File: src/pkg/pad_pkg.sv
// Package with address map constants and carrier types for the peripheral area decoder
package pad_pkg;

  // ==========================================================================
  // Address widths
  localparam int ADDR_W = 28;
  localparam int BASE_W = 14;
  localparam int WOFS_W = 14;
  localparam int FOFS_W = 12;

  // ==========================================================================
  // Fixed peripheral area, top 4 KB of the address space
  localparam logic [15:0] FIXED_PAGE = 16'hffff;
  localparam logic [27:0] FIXED_LO = 28'hffff000;
  localparam logic [27:0] FIXED_HI = 28'hfffffff;

  // ==========================================================================
  // Offsets inside the relocatable 16 KB window
  localparam logic [13:0] WIN_LO = 14'h0000;
  localparam logic [13:0] WIN_HI = 14'h3fff;
  localparam logic [13:0] CAN_LO = 14'h2000;
  localparam logic [13:0] CAN_HI = 14'h2fff;
  localparam logic [13:0] ALIAS_LO = 14'h3000;
  localparam logic [13:0] ALIAS_HI = 14'h3fff;
  // Nibble code of the window start and end pages
  localparam logic [1:0] START_NIB = 2'h0;
  localparam logic [1:0] END_NIB = 2'h3;

  // ==========================================================================
  // Reset values
  localparam logic [13:0] BASE_RST = 14'h0000;
  localparam logic WIN_EN_RST = 1'b0;

  // Access request from the processor core
  typedef struct packed {
    logic valid;
    logic write;
    logic [27:0] addr;
  } pad_req_t;

  // Registered decode result
  typedef struct packed {
    logic bus_active;
    logic sel_fixed;
    logic sel_can;
    logic sel_prog;
    logic alias_hit;
    logic write;
    logic [13:0] offset;
  } pad_sel_t;

  // Target class of one access
  typedef enum logic [1:0] {
    PAD_TGT_NONE = 2'b00,
    PAD_TGT_FIXED = 2'b01,
    PAD_TGT_CAN = 2'b10,
    PAD_TGT_PROG = 2'b11
  } pad_tgt_t;

endpackage : pad_pkg
File: src/design/pad_decoder.sv
// Peripheral area decoder: fixed area and relocatable window select logic
`timescale 1ns/10ps
// Function
// [RULE_01] A 16 KB relocatable window, offsets 0000H to 3FFFH above the selected base, is decoded.
// [RULE_02] Window offsets 2000H to 2FFFH go to the CAN controller only.
// [RULE_03] The peripheral bus is active for a hit in the fixed area or in the window.
// [RULE_04] The window starts on a page whose nibble low bits are 00 and ends on one with 11.
// [RULE_05] The top 4 KB of the window aliases the fixed area, so writes there change it.
// [RULE_06] Software keeps out of the aliased top 4 KB and reaches the fixed area only at FFFF000H.
// [RULE_07] The window base comes from the software programmed base select register.
// [RULE_08] An address in both the fixed area and the window selects the fixed area only.
module pad_decoder (
  input wire logic clk,
  input wire logic rst_n,
  input wire pad_pkg::pad_req_t req,
  input wire logic [13:0] peripheral_window_base_select,
  input wire logic window_enable,
  output pad_pkg::pad_sel_t sel
);

  // ==========================================================================
  // Decode helpers

  // Window span runs from page bits 00 to 11 above the base, so it stays 16 KB aligned
  function automatic logic in_window(input logic [27:0] a, input logic [13:0] b);
    logic [27:0] lo;
    logic [27:0] hi;
    lo = {b, pad_pkg::START_NIB, pad_pkg::WIN_LO[11:0]};
    hi = {b, pad_pkg::END_NIB, pad_pkg::WIN_HI[11:0]};
    in_window = (a >= lo) && (a <= hi); // RULE_04
  endfunction : in_window

  // True when the address lies in the fixed 4 KB peripheral page
  function automatic logic in_fixed(input logic [27:0] a);
    in_fixed = (a[27:12] == pad_pkg::FIXED_PAGE);
  endfunction : in_fixed

  // Classify a window offset by target
  function automatic pad_pkg::pad_tgt_t win_target(input logic [13:0] o);
    if (o >= pad_pkg::CAN_LO && o <= pad_pkg::CAN_HI) begin
      win_target = pad_pkg::PAD_TGT_CAN;
    end else if (o >= pad_pkg::ALIAS_LO && o <= pad_pkg::ALIAS_HI) begin
      win_target = pad_pkg::PAD_TGT_FIXED;
    end else begin
      win_target = pad_pkg::PAD_TGT_PROG;
    end
  endfunction : win_target

  // ==========================================================================
  // Window base register

  logic [13:0] base;
  logic win_en;
  logic [13:0] next_base;
  logic next_win_en;

  // Base follows the select register; a change takes effect one cycle later
  always_comb begin
    next_base = peripheral_window_base_select; // RULE_07
    next_win_en = window_enable;
  end

  always_ff @(posedge clk) begin
    if (!rst_n) begin
      base <= pad_pkg::BASE_RST;
      win_en <= pad_pkg::WIN_EN_RST;
    end else begin
      base <= next_base;
      win_en <= next_win_en;
    end
  end

  // ==========================================================================
  // Address decode

  // Decode stage signals; the span limits live in in_window
  logic hit_fixed;
  logic hit_win;
  logic [13:0] win_ofs;
  pad_pkg::pad_tgt_t tgt;
  pad_pkg::pad_sel_t next_sel;

  // Fixed area wins on overlap, so each access reaches at most one target
  always_comb begin
    hit_fixed = req.valid && in_fixed(req.addr);
    hit_win = req.valid && win_en && in_window(req.addr, base); // RULE_01
    win_ofs = req.addr[13:0];
    tgt = pad_pkg::PAD_TGT_NONE;
    if (hit_fixed) begin
      tgt = pad_pkg::PAD_TGT_FIXED; // RULE_08
    end else if (hit_win) begin
      tgt = win_target(win_ofs); // RULE_02
    end
    next_sel = '0;
    next_sel.bus_active = hit_fixed || hit_win; // RULE_03
    next_sel.sel_fixed = (tgt == pad_pkg::PAD_TGT_FIXED); // RULE_05
    next_sel.sel_can = (tgt == pad_pkg::PAD_TGT_CAN); // RULE_02
    next_sel.sel_prog = (tgt == pad_pkg::PAD_TGT_PROG);
    // Aliased hits still reach the fixed area; flag kept for debug only
    next_sel.alias_hit = hit_win && !hit_fixed && (tgt == pad_pkg::PAD_TGT_FIXED); // RULE_06
    next_sel.write = req.valid && req.write;
    if (tgt == pad_pkg::PAD_TGT_FIXED) begin
      next_sel.offset = {2'h0, req.addr[11:0]}; // RULE_05
    end else if (tgt != pad_pkg::PAD_TGT_NONE) begin
      next_sel.offset = win_ofs;
    end
  end

  // One register stage so every output comes straight from a flip-flop
  always_ff @(posedge clk) begin
    if (!rst_n) begin
      sel <= '0;
    end else begin
      sel <= next_sel;
    end
  end

  // ==========================================================================
  // Assertions

  pad_pkg::pad_req_t req_q;
  logic [13:0] base_q;
  logic win_en_q;

  // Copy of the inputs seen by the decode stage
  always_ff @(posedge clk) begin
    if (!rst_n) begin
      req_q <= '0;
      base_q <= pad_pkg::BASE_RST;
      win_en_q <= pad_pkg::WIN_EN_RST;
    end else begin
      req_q <= req;
      base_q <= base;
      win_en_q <= win_en;
    end
  end
endmodule : pad_decoder

File: config.mk
export PLATFORM = sky130hd
export DESIGN_NAME = pad_decoder
export DESIGN_NICKNAME = d
export VERILOG_FILES = /design/src/pkg/pad_pkg.sv /design/src/design/pad_decoder.sv
export SDC_FILE = /design/constraint.sdc
export NUM_CORES = 1
export LEC_CHECK = 0
export BUFFER_PORTS_ARGS = -buffer_cell sky130_fd_sc_hd__clkbuf_2
export CORE_MARGIN = 4
export CORE_UTILIZATION = 39
export CTS_CLUSTER_DIAMETER = 150
export DETAILED_ROUTE_END_ITERATION = 16
export PLACE_DENSITY = 0.68
export SLEW_MARGIN = 10
export SYNTH_ARGS = -nofsm -noshare
export SYNTH_HDL_FRONTEND = slang
export SYNTH_SLANG_ARGS = --single-unit
export TNS_END_PERCENT = 5
File: constraint.sdc
create_clock -name clk -period 2.25 [get_ports clk]
set_input_delay 0.45 -clock clk [delete_from_list [all_inputs] [get_ports clk]]
set_output_delay 0.45 -clock clk [all_outputs]
set_load 0.1 [all_outputs]
# Word level (Yosys, flattened, before mapping)

Cells that the tools add are included.

Flip-flop bits (word level): 35
Input bits: 47
Output and inout port bits: 20
Word-level logic and storage cells: 41

$lt $le $gt $ge: 6
Eq/ne operators: 4
Multiplexer cells: 6
Bitwise operators: 2
Reduce and logical (&&, ||, !) cells: 13

Operators with widths:

| operator                                                               | count |
|---|---|
| 14-bit greater-or-equal comparator (second input constant)             | 2 |
| 28-bit greater-or-equal comparator                                     | 1 |
| 14-bit less-or-equal comparator (second input constant)                | 2 |
| 28-bit less-or-equal comparator                                        | 1 |
| 12-bit two-way mux                                                     | 2 |
| 16-bit equality test (second input constant)                           | 1 |
| 1-bit logical AND                                                      | 9 |
| 2-bit two-way mux                                                      | 4 |
| 2-bit equality test (second input constant)                            | 2 |
| 3-bit OR reduction                                                     | 1 |
| 2-bit by 1-bit equality test with 1-bit output (second input constant) | 1 |
| 1-bit inverter                                                         | 2 |
| 2-bit nonzero test                                                     | 1 |
| 1-bit zero test                                                        | 1 |
| 1-bit logical OR                                                       | 1 |

# Logic depth before layout (Yosys ltp)

Gate-level depths: netlist of the first run.

Word-level depth: 9
Depth in mapped cells: 8
Depth with buffers taken out: 7

# Worst setup path after synthesis of the first run

OpenSTA, ideal clock, no wires.

Path kind: in2reg
From: input port req[27] (netlist bit)
To: register sel[10] (netlist bit)
Setup time: 0.115 ns
Arrival: 2.000 ns
Required time: 2.135 ns
Setup slack: 0.135 ns
Stages: 7
Buffers on the path: 1
Cell sequence: ha_1 > a222oi_1 > nand2_1 > nor4b_4 > o32ai_4 > buf_6 > and2_1

Longest elaborated chain between the ends: 8
Elaborated cells on any way between the ends: 12
Those cells by class: 2 x order compare; 2 x eq/ne; 4 x mux; 4 x reduce/logical

Ends and longest elaborated chain:

| element                                                                                      | line               | source |
|---|---|---|
| start: declaration                                                                           | pad_decoder.sv:15  | `input wire pad_pkg::pad_req_t req,` |
| 28-bit greater-or-equal comparator / 28-bit less-or-equal comparator (equally long branches) | pad_decoder.sv:30  | `in_window = (a >= lo) && (a <= hi);` |
| 1-bit logical AND                                                                            | pad_decoder.sv:30  |  |
| 1-bit logical AND                                                                            | pad_decoder.sv:86  | `hit_win = req.valid && win_en && in_window(req.addr, base);` |
| 2-bit two-way mux                                                                            | pad_decoder.sv:91  | `end else if (hit_win) begin` |
| 2-bit two-way mux *                                                                          | pad_decoder.sv:89  | `if (hit_fixed) begin` |
| 2-bit nonzero test                                                                           | pad_decoder.sv:104 | `end else if (tgt != pad_pkg::PAD_TGT_NONE) begin` |
| 12-bit two-way mux                                                                           | pad_decoder.sv:104 |  |
| 12-bit two-way mux *                                                                         | pad_decoder.sv:102 | `if (tgt == pad_pkg::PAD_TGT_FIXED) begin` |
| end signal: assignment                                                                       | pad_decoder.sv:114 | `sel <= next_sel;` |
| end: declaration                                                                             | pad_decoder.sv:18  | `output pad_pkg::pad_sel_t sel` |

Mark *: on every way between the ends. The rest lies on a longest branch, timed or not.
A chain may end at the register's enable or synchronous reset.

# Worst setup path in the final report of the first run

From: register base[13]
To: register sel[18] (netlist bit)

Longest elaborated chain between the ends: 6
Elaborated cells on any way between the ends: 7
Those cells by class: 2 x order compare; 1 x eq/ne; 2 x mux; 2 x reduce/logical

Ends and longest elaborated chain:

| element                                                                                      | line              | source |
|---|---|---|
| start: declaration                                                                           | pad_decoder.sv:52 | `logic [13:0] base;` |
| start signal: assignment                                                                     | pad_decoder.sv:65 | `base <= pad_pkg::BASE_RST;` |
| start signal: assignment                                                                     | pad_decoder.sv:68 | `base <= next_base;` |
| 28-bit greater-or-equal comparator / 28-bit less-or-equal comparator (equally long branches) | pad_decoder.sv:30 |  |
| 1-bit logical AND *                                                                          | pad_decoder.sv:30 |  |
| 1-bit logical AND *                                                                          | pad_decoder.sv:86 |  |
| 2-bit two-way mux *                                                                          | pad_decoder.sv:91 |  |
| 2-bit two-way mux *                                                                          | pad_decoder.sv:89 |  |
| 2-bit by 1-bit equality test with 1-bit output *                                             | pad_decoder.sv:96 | `next_sel.sel_fixed = (tgt == pad_pkg::PAD_TGT_FIXED);` |

Marked as above.

==> flow_summary.yaml, run 1 <==
setup_path:
  critPathBufInv: 2
  path_class: "register to register"
  reg2reg_slack_ns: 0.16
  r2r-end: "sel[18]"
  arrival_ns: 2.31
  cp-end-kind: "register"
  worst_setup_path_start_kind: "register"
  cp_max_fo: 14
  reg2reg_from: "base[13]"
  cp_slowest_stage_delay_ns: 0.41
  crit_chain: "inv_1, ha_1, a222oi_1, nand3_1, o31a_2, o32ai_4, buf_12, nor2b_1"
  worst_path_max_delay_cell: "a222oi_1"
  crit_family: "compound AO/OA/AOI/OAI gates"
  reg2regPathDepth: 8
  worst_ep_required_time_ns: 2.47
die:
  coreArea_sq_um: 3661
  dieWidth_microns: 69.37
  rows: 22
  num_io_pins: 67
  floorplan.initialDensity_pct: 40.12
  die_area_sq_um: 4812
  fp.dieH_microns: 69.37
timing:
  tns_ns: 0
  whs_ns: 0.3707
  slew_viol_final: 0
  post-route-period-util_pct: 93.04
  hold_viol: 0
  rsz0062_at_grt: "false"
  relSlewSlack_pct: 63.96
  setup_ws_ns: 0.1566
  worst_slew_pin_slew_ns: 0.5429
  fmaxAchievable_ghz: 0.4777
  period_needed_ns: 2.093
  finalSetupViolations: 0
  fin_worst_skew_ns: 0.001515
global_routing:
  use_met2_pct: 21.72
  grt_usage_pct: 13.39
  grtUsageMet1_pct: 15.87
  grt_start_max_net_pins: 18
  antenna_found_initial: 0
  grt_overflow_total: 0
  busiest_layer: "met2"
  grt_pass1_wl_mm: 5.154
  grt_use_met3_pct: 6.087
  grt_pass1_vias: 1227
clock_tree:
  clkLatencyLatePin_ns: 0.28
  clk_pin_slew_ns: 0.06
  clockBufferDepth: 2
  h-tree-depth: 2
  root_buffer: "clkbuf_8"
  cts_tree: "yes"
  cts-buffers-inserted: 5
  numClockSinks: 35
power_and_ir_drop:
  p_seq_share_pct: 52.7
  swShare_pct: 23.46
  p_leak_nw: 0.9783
  power.share.clock_pct: 34.8
  ir_worst_vdd_mv: 0.2714
  internal-power_w: 0.0009277
  p_total_w: 0.001212
  power.density_nw_per_um2: 606.2
  power_frac_comb_pct: 12.6
  switchingPower_w: 0.0002843
route:
  routed_wl_mm: 3.057
  ant_nets: 0
  vias_per_cell: 4.659
  vias: 1244
  drc: 0
  first_pass_iters: 4
  drt_iter0_drc: 51
  wire_per_inst_microns: 11.45
yosys:
  async_reset_ff_share_pct: 0
  synthTopCellsByCount: "dfxtp_1 (35), and2_1 (27), inv_1 (16)"
  synth_area_per_cell_sq_um: 10.49
  syn_nets: 202
  ys_ff_latch: 35
  yosysWarnings: 0
  synth_top_cell_by_area: "dfxtp_1"
  synth.most_common_cell: "dfxtp_1"
  yosysUniqueCellTypes: 26
  synthCells: 140
  yosysSeqAreaShare_pct: 47.70
  yosysTopAreaCellShare_pct: 47.70
  synthFlopType: "dfxtp_1"
  synth.area.top_cells: "dfxtp_1 (48%), ha_1 (13%), and2_1 (11%)"
  synth_edf_count: 0
  netlist_area_sq_um: 1469
hold_path:
  hold_depth: 2
  min_delay_worst_endpoint: "base[3]"
  hp-start: "peripheral_window_base_select[3]"
  hp-class: "input pin to register"
layout:
  drive_gt1_share_pct: 38.36
  utilization_pct: 54.61
  area_growth_pct: 36.12
  fillCellCount: 337
  diodes: 0
  fin_nets: 280
flow_run:
  cap_violations: 0
status:
  outcome: "completed"
placed_design:
  dp_hpwl_mm: 2.616
  gp_congestion: 0.7505
  place_ws_ns: -0.1140
  port_buffers: 66
-- area by class of cell --
type	count	area [sq um]	share of cell area, %
clock buffers	7	76.32	3.817
clock inverters	1	5.005	0.2503
inverters	16	60.06	3.004
multi-input cells	87	701.9	35.11
flip-flops and latches	35	700.7	35.04
well taps	48	60.06	3.004
repair buffers	73	395.4	19.77
-- repair_timing --
item / 4_1_cts / 5_1_grt
hold buffers: 0 / 0
resized for setup: 0 / 1
setup endpoints to repair: 0 / 5
setup buffers: 0 / 0
-- flip-flops by register name (all words and copies together), names as in the netlist --
name    count
sel        20
win_en      1
base       14
-- cells in the final DEF, fill, tap and decap left out, drive strengths merged --
master	Yosys	routed
a222oi	1	1
and3b	3	3
nor4b	2	2
o22ai	1	1
nor4	6	6
nand4	10	10
or4	2	2
nor4bb	1	1
inv	16	16
nand3	1	1
nor2b	3	3
and3	1	1
and4	1	1
and2	27	27
nor2	1	1
o31a	1	1
a41oi	1	1
clkbuf	1	73
ha	15	15
buf	1	7
o32ai	1	1
dfxtp	35	35
nand2	6	6
a21oi	3	3
clkinv	0	1
-- layer usage --
layer  part of all wire, %  wire, microns
met1                    44           1357
met2                    43           1322
met3                    11            344
met4                   1.0             31
met5                     0              0
-- worst max-delay path by stage --
stage / startpoint / end / slack (ns) / cells after the start
4_1_cts: base[13] / sel[17] / 0.1 / 7
5_1_grt: base[13] / sel[8] / 0.003 / 8
6_report: base[13] / sel[18] / 0.16 / 8
2_1_floorplan: req[27] / sel[10] / 0.14 / 7
3_5_place_dp: req[27] / sel[17] / -0.11 / 7
3_3_place_gp: req[27] / sel[17] / -0.08 / 7
-- power groups by stage --
stage          registers (W)  clock network [W]  logic (W)
2_1_floorplan       0.000657                  0  0.0000692
3_3_place_gp        0.000652                  0   0.000152
3_5_place_dp        0.000653                  0   0.000153
4_1_cts             0.000639           0.000433   0.000154
5_1_grt             0.000639           0.000454   0.000174
6_report            0.000638           0.000422   0.000152
-- cells by family after synthesis --
kind of cell / synth area share [%]
AOI/OAI and AO/OA: 5.281
adders and majority gates: 12.78
buffers and inverters: 5.111
DFF: 47.70
and+or+nand+nor: 29.13
-- stage by stage --
stage               std cells  area, sq um
floorplan                 140         1469
global placement          259         1909
detailed placement        259         1909
CTS                       267         1991
global route              267         1999
finish                    267         1999
No activity file was read; power rests on OpenSTA's default activity.
==> run 2, diff against run 1 <==
==> constraint.sdc (replaced) <==
create_clock -name clk -period 2.7 [get_ports clk]
set_input_delay 0.54 -clock clk [delete_from_list [all_inputs] [get_ports clk]]
set_output_delay 0.54 -clock clk [all_outputs]
set_load 0.1 [all_outputs]
==> flow_summary.yaml, run 2 (synthesis results as in run 1) <==
status:
  outcome: "completed"
timing:
  period_needed_ns: 2.195
  rsz0062_at_grt: "false"
  finalSetupViolations: 0
  hold_viol: 0
  setup_ws_ns: 0.5047
  relSlewSlack_pct: 63.27
  fmaxAchievable_ghz: 0.4555
  slew_viol_final: 0
  post-route-period-util_pct: 81.31
  whs_ns: 0.4535
  tns_ns: 0
  fin_worst_skew_ns: 0.006039
  worst_slew_pin_slew_ns: 0.5533
die:
  num_io_pins: 67
  rows: 22
  die_area_sq_um: 4812
  dieWidth_microns: 69.37
  floorplan.initialDensity_pct: 40.12
  coreArea_sq_um: 3661
  fp.dieH_microns: 69.37
clock_tree:
  clk_pin_slew_ns: 0.07
  root_buffer: "clkbuf_8"
  cts_hold_buf: 0
  postCtsResizedCells: 0
  numClockSinks: 35
  clkLatencyLatePin_ns: 0.29
  cts_tree: "yes"
  clockBufferDepth: 2
  h-tree-depth: 2
  cts-buffers-inserted: 5
  post_cts_buffers: 0
global_routing:
  grt_pass1_wl_mm: 5.181
  grt_pass1_vias: 1152
  grt_overflow_total: 0
  antenna_found_initial: 0
  grt_start_max_net_pins: 19
  grt_usage_pct: 13.56
setup_path:
  r2r-end: "sel[4]"
  cp_max_fo: 14
  path_class: "input pin to register"
  reg2reg_slack_ns: 0.55
  worst_ep_required_time_ns: 2.93
  arrival_ns: 2.42
  reg2reg_from: "base[13]"
  reg2regPathDepth: 7
  worst_setup_path_start_kind: "input pin"
  cp-end-kind: "register"
power_and_ir_drop:
  power.density_nw_per_um2: 528.5
  swShare_pct: 22.98
  ir_worst_vdd_mv: 0.3241
  p_total_w: 0.001021
  p_seq_share_pct: 52.1
  power.share.clock_pct: 36.2
  switchingPower_w: 0.0002346
  power_frac_comb_pct: 11.7
  internal-power_w: 0.0007863
  p_leak_nw: 0.9384
layout:
  drive_gt1_share_pct: 36.97
  reg_top3: "sel (20), base (14), win_en (1)"
  design_area_sq_um: 1932
  layout_common_cells: "clkbuf_2 (66), dfxtp_1 (35), and2_1 (27), inv_1 (16), ha_1 (15)"
  largest_reg_flops: 20
  area_growth_pct: 31.52
  final_common_cell: "clkbuf_2"
  diodes: 0
  top_register: "sel"
  fin_nets: 273
route:
  vias_per_cell: 4.587
  routed_wl_mm: 3.026
  wire_per_inst_microns: 11.68
  drc: 0
  drt_iter0_drc: 56
  vias: 1188
  first_pass_iters: 4
  ant_nets: 0
hold_path:
  hp-class: "input pin to register"
  hold_depth: 2
  min_delay_worst_endpoint: "win_en"
  hp-start: "window_enable"
placed_design:
  place_ws_ns: 0.1999
  port_buffers: 66
  gp_congestion: 0.7799
  dp_hpwl_mm: 2.600
  post_dp_cell_area_sq_um: 1844
flow_run:
  cap_violations: 0
-- run 2: cell types whose count changed in the layout (fill, tap and decap cells not counted), sizes merged --
cell | previous run | this run
buf | 7 | 0
clkbuf | 73 | 72
-- run 2: final cells by class --
class | count | area, sq um
repair buffers | 66 | 330.3
clock buffers | 6 | 82.58
clock inverters | 1 | 5.005
inverters | 16 | 60.06
flip-flops and latches | 35 | 700.7
fillers | 354 | 1729
multi-input cells | 87 | 693.2
well taps | 48 | 60.06
-- run 2: routing by layer --
layer	routed length, microns	track usage [%]	part of all wire, %
met3	367	6.667	12
met4	46	5.206	1.5
met1	1337	17.08	44
met2	1274	19.81	42
met5	0	0	0
-- run 2: power by group through the flow --
stage	combinational (W)	sequential, W	clock (W)
floorplan	0.0000577	0.000547	0
global placement	0.000119	0.000543	0
detailed placement	0.000121	0.000544	0
CTS	0.000122	0.000532	0.000382
global route	0.000139	0.000533	0.000405
finish	0.000119	0.000532	0.000370
-- run 2: per-stage QoR --
| step | util (%) | std cells |
|---|---|---|
| final | 52.77 | 259 |
| after CTS | 52.77 | 259 |
| after global placement | 50.38 | 252 |
| after detailed placement | 50.38 | 252 |
| after floorplan | - | 140 |
| after global routing | 52.77 | 259 |
-- run 2: critical path: stages --
cell	delay, ns
clkbuf_2	0.10
ha_1	0.31
a222oi_1	0.42
nand3_1	0.12
o31a_2	0.35
o32ai_4	0.40
and2_1	0.19
-- run 2: worst max path at each step --
stage,start,to,cells after the start
2_1_floorplan,req[27],sel[10],7
3_3_place_gp,req[27],sel[2],7
3_5_place_dp,req[27],sel[4],7
4_1_cts,req[27],sel[4],7
5_1_grt,req[27],sel[8],7
6_report,req[27],sel[4],7
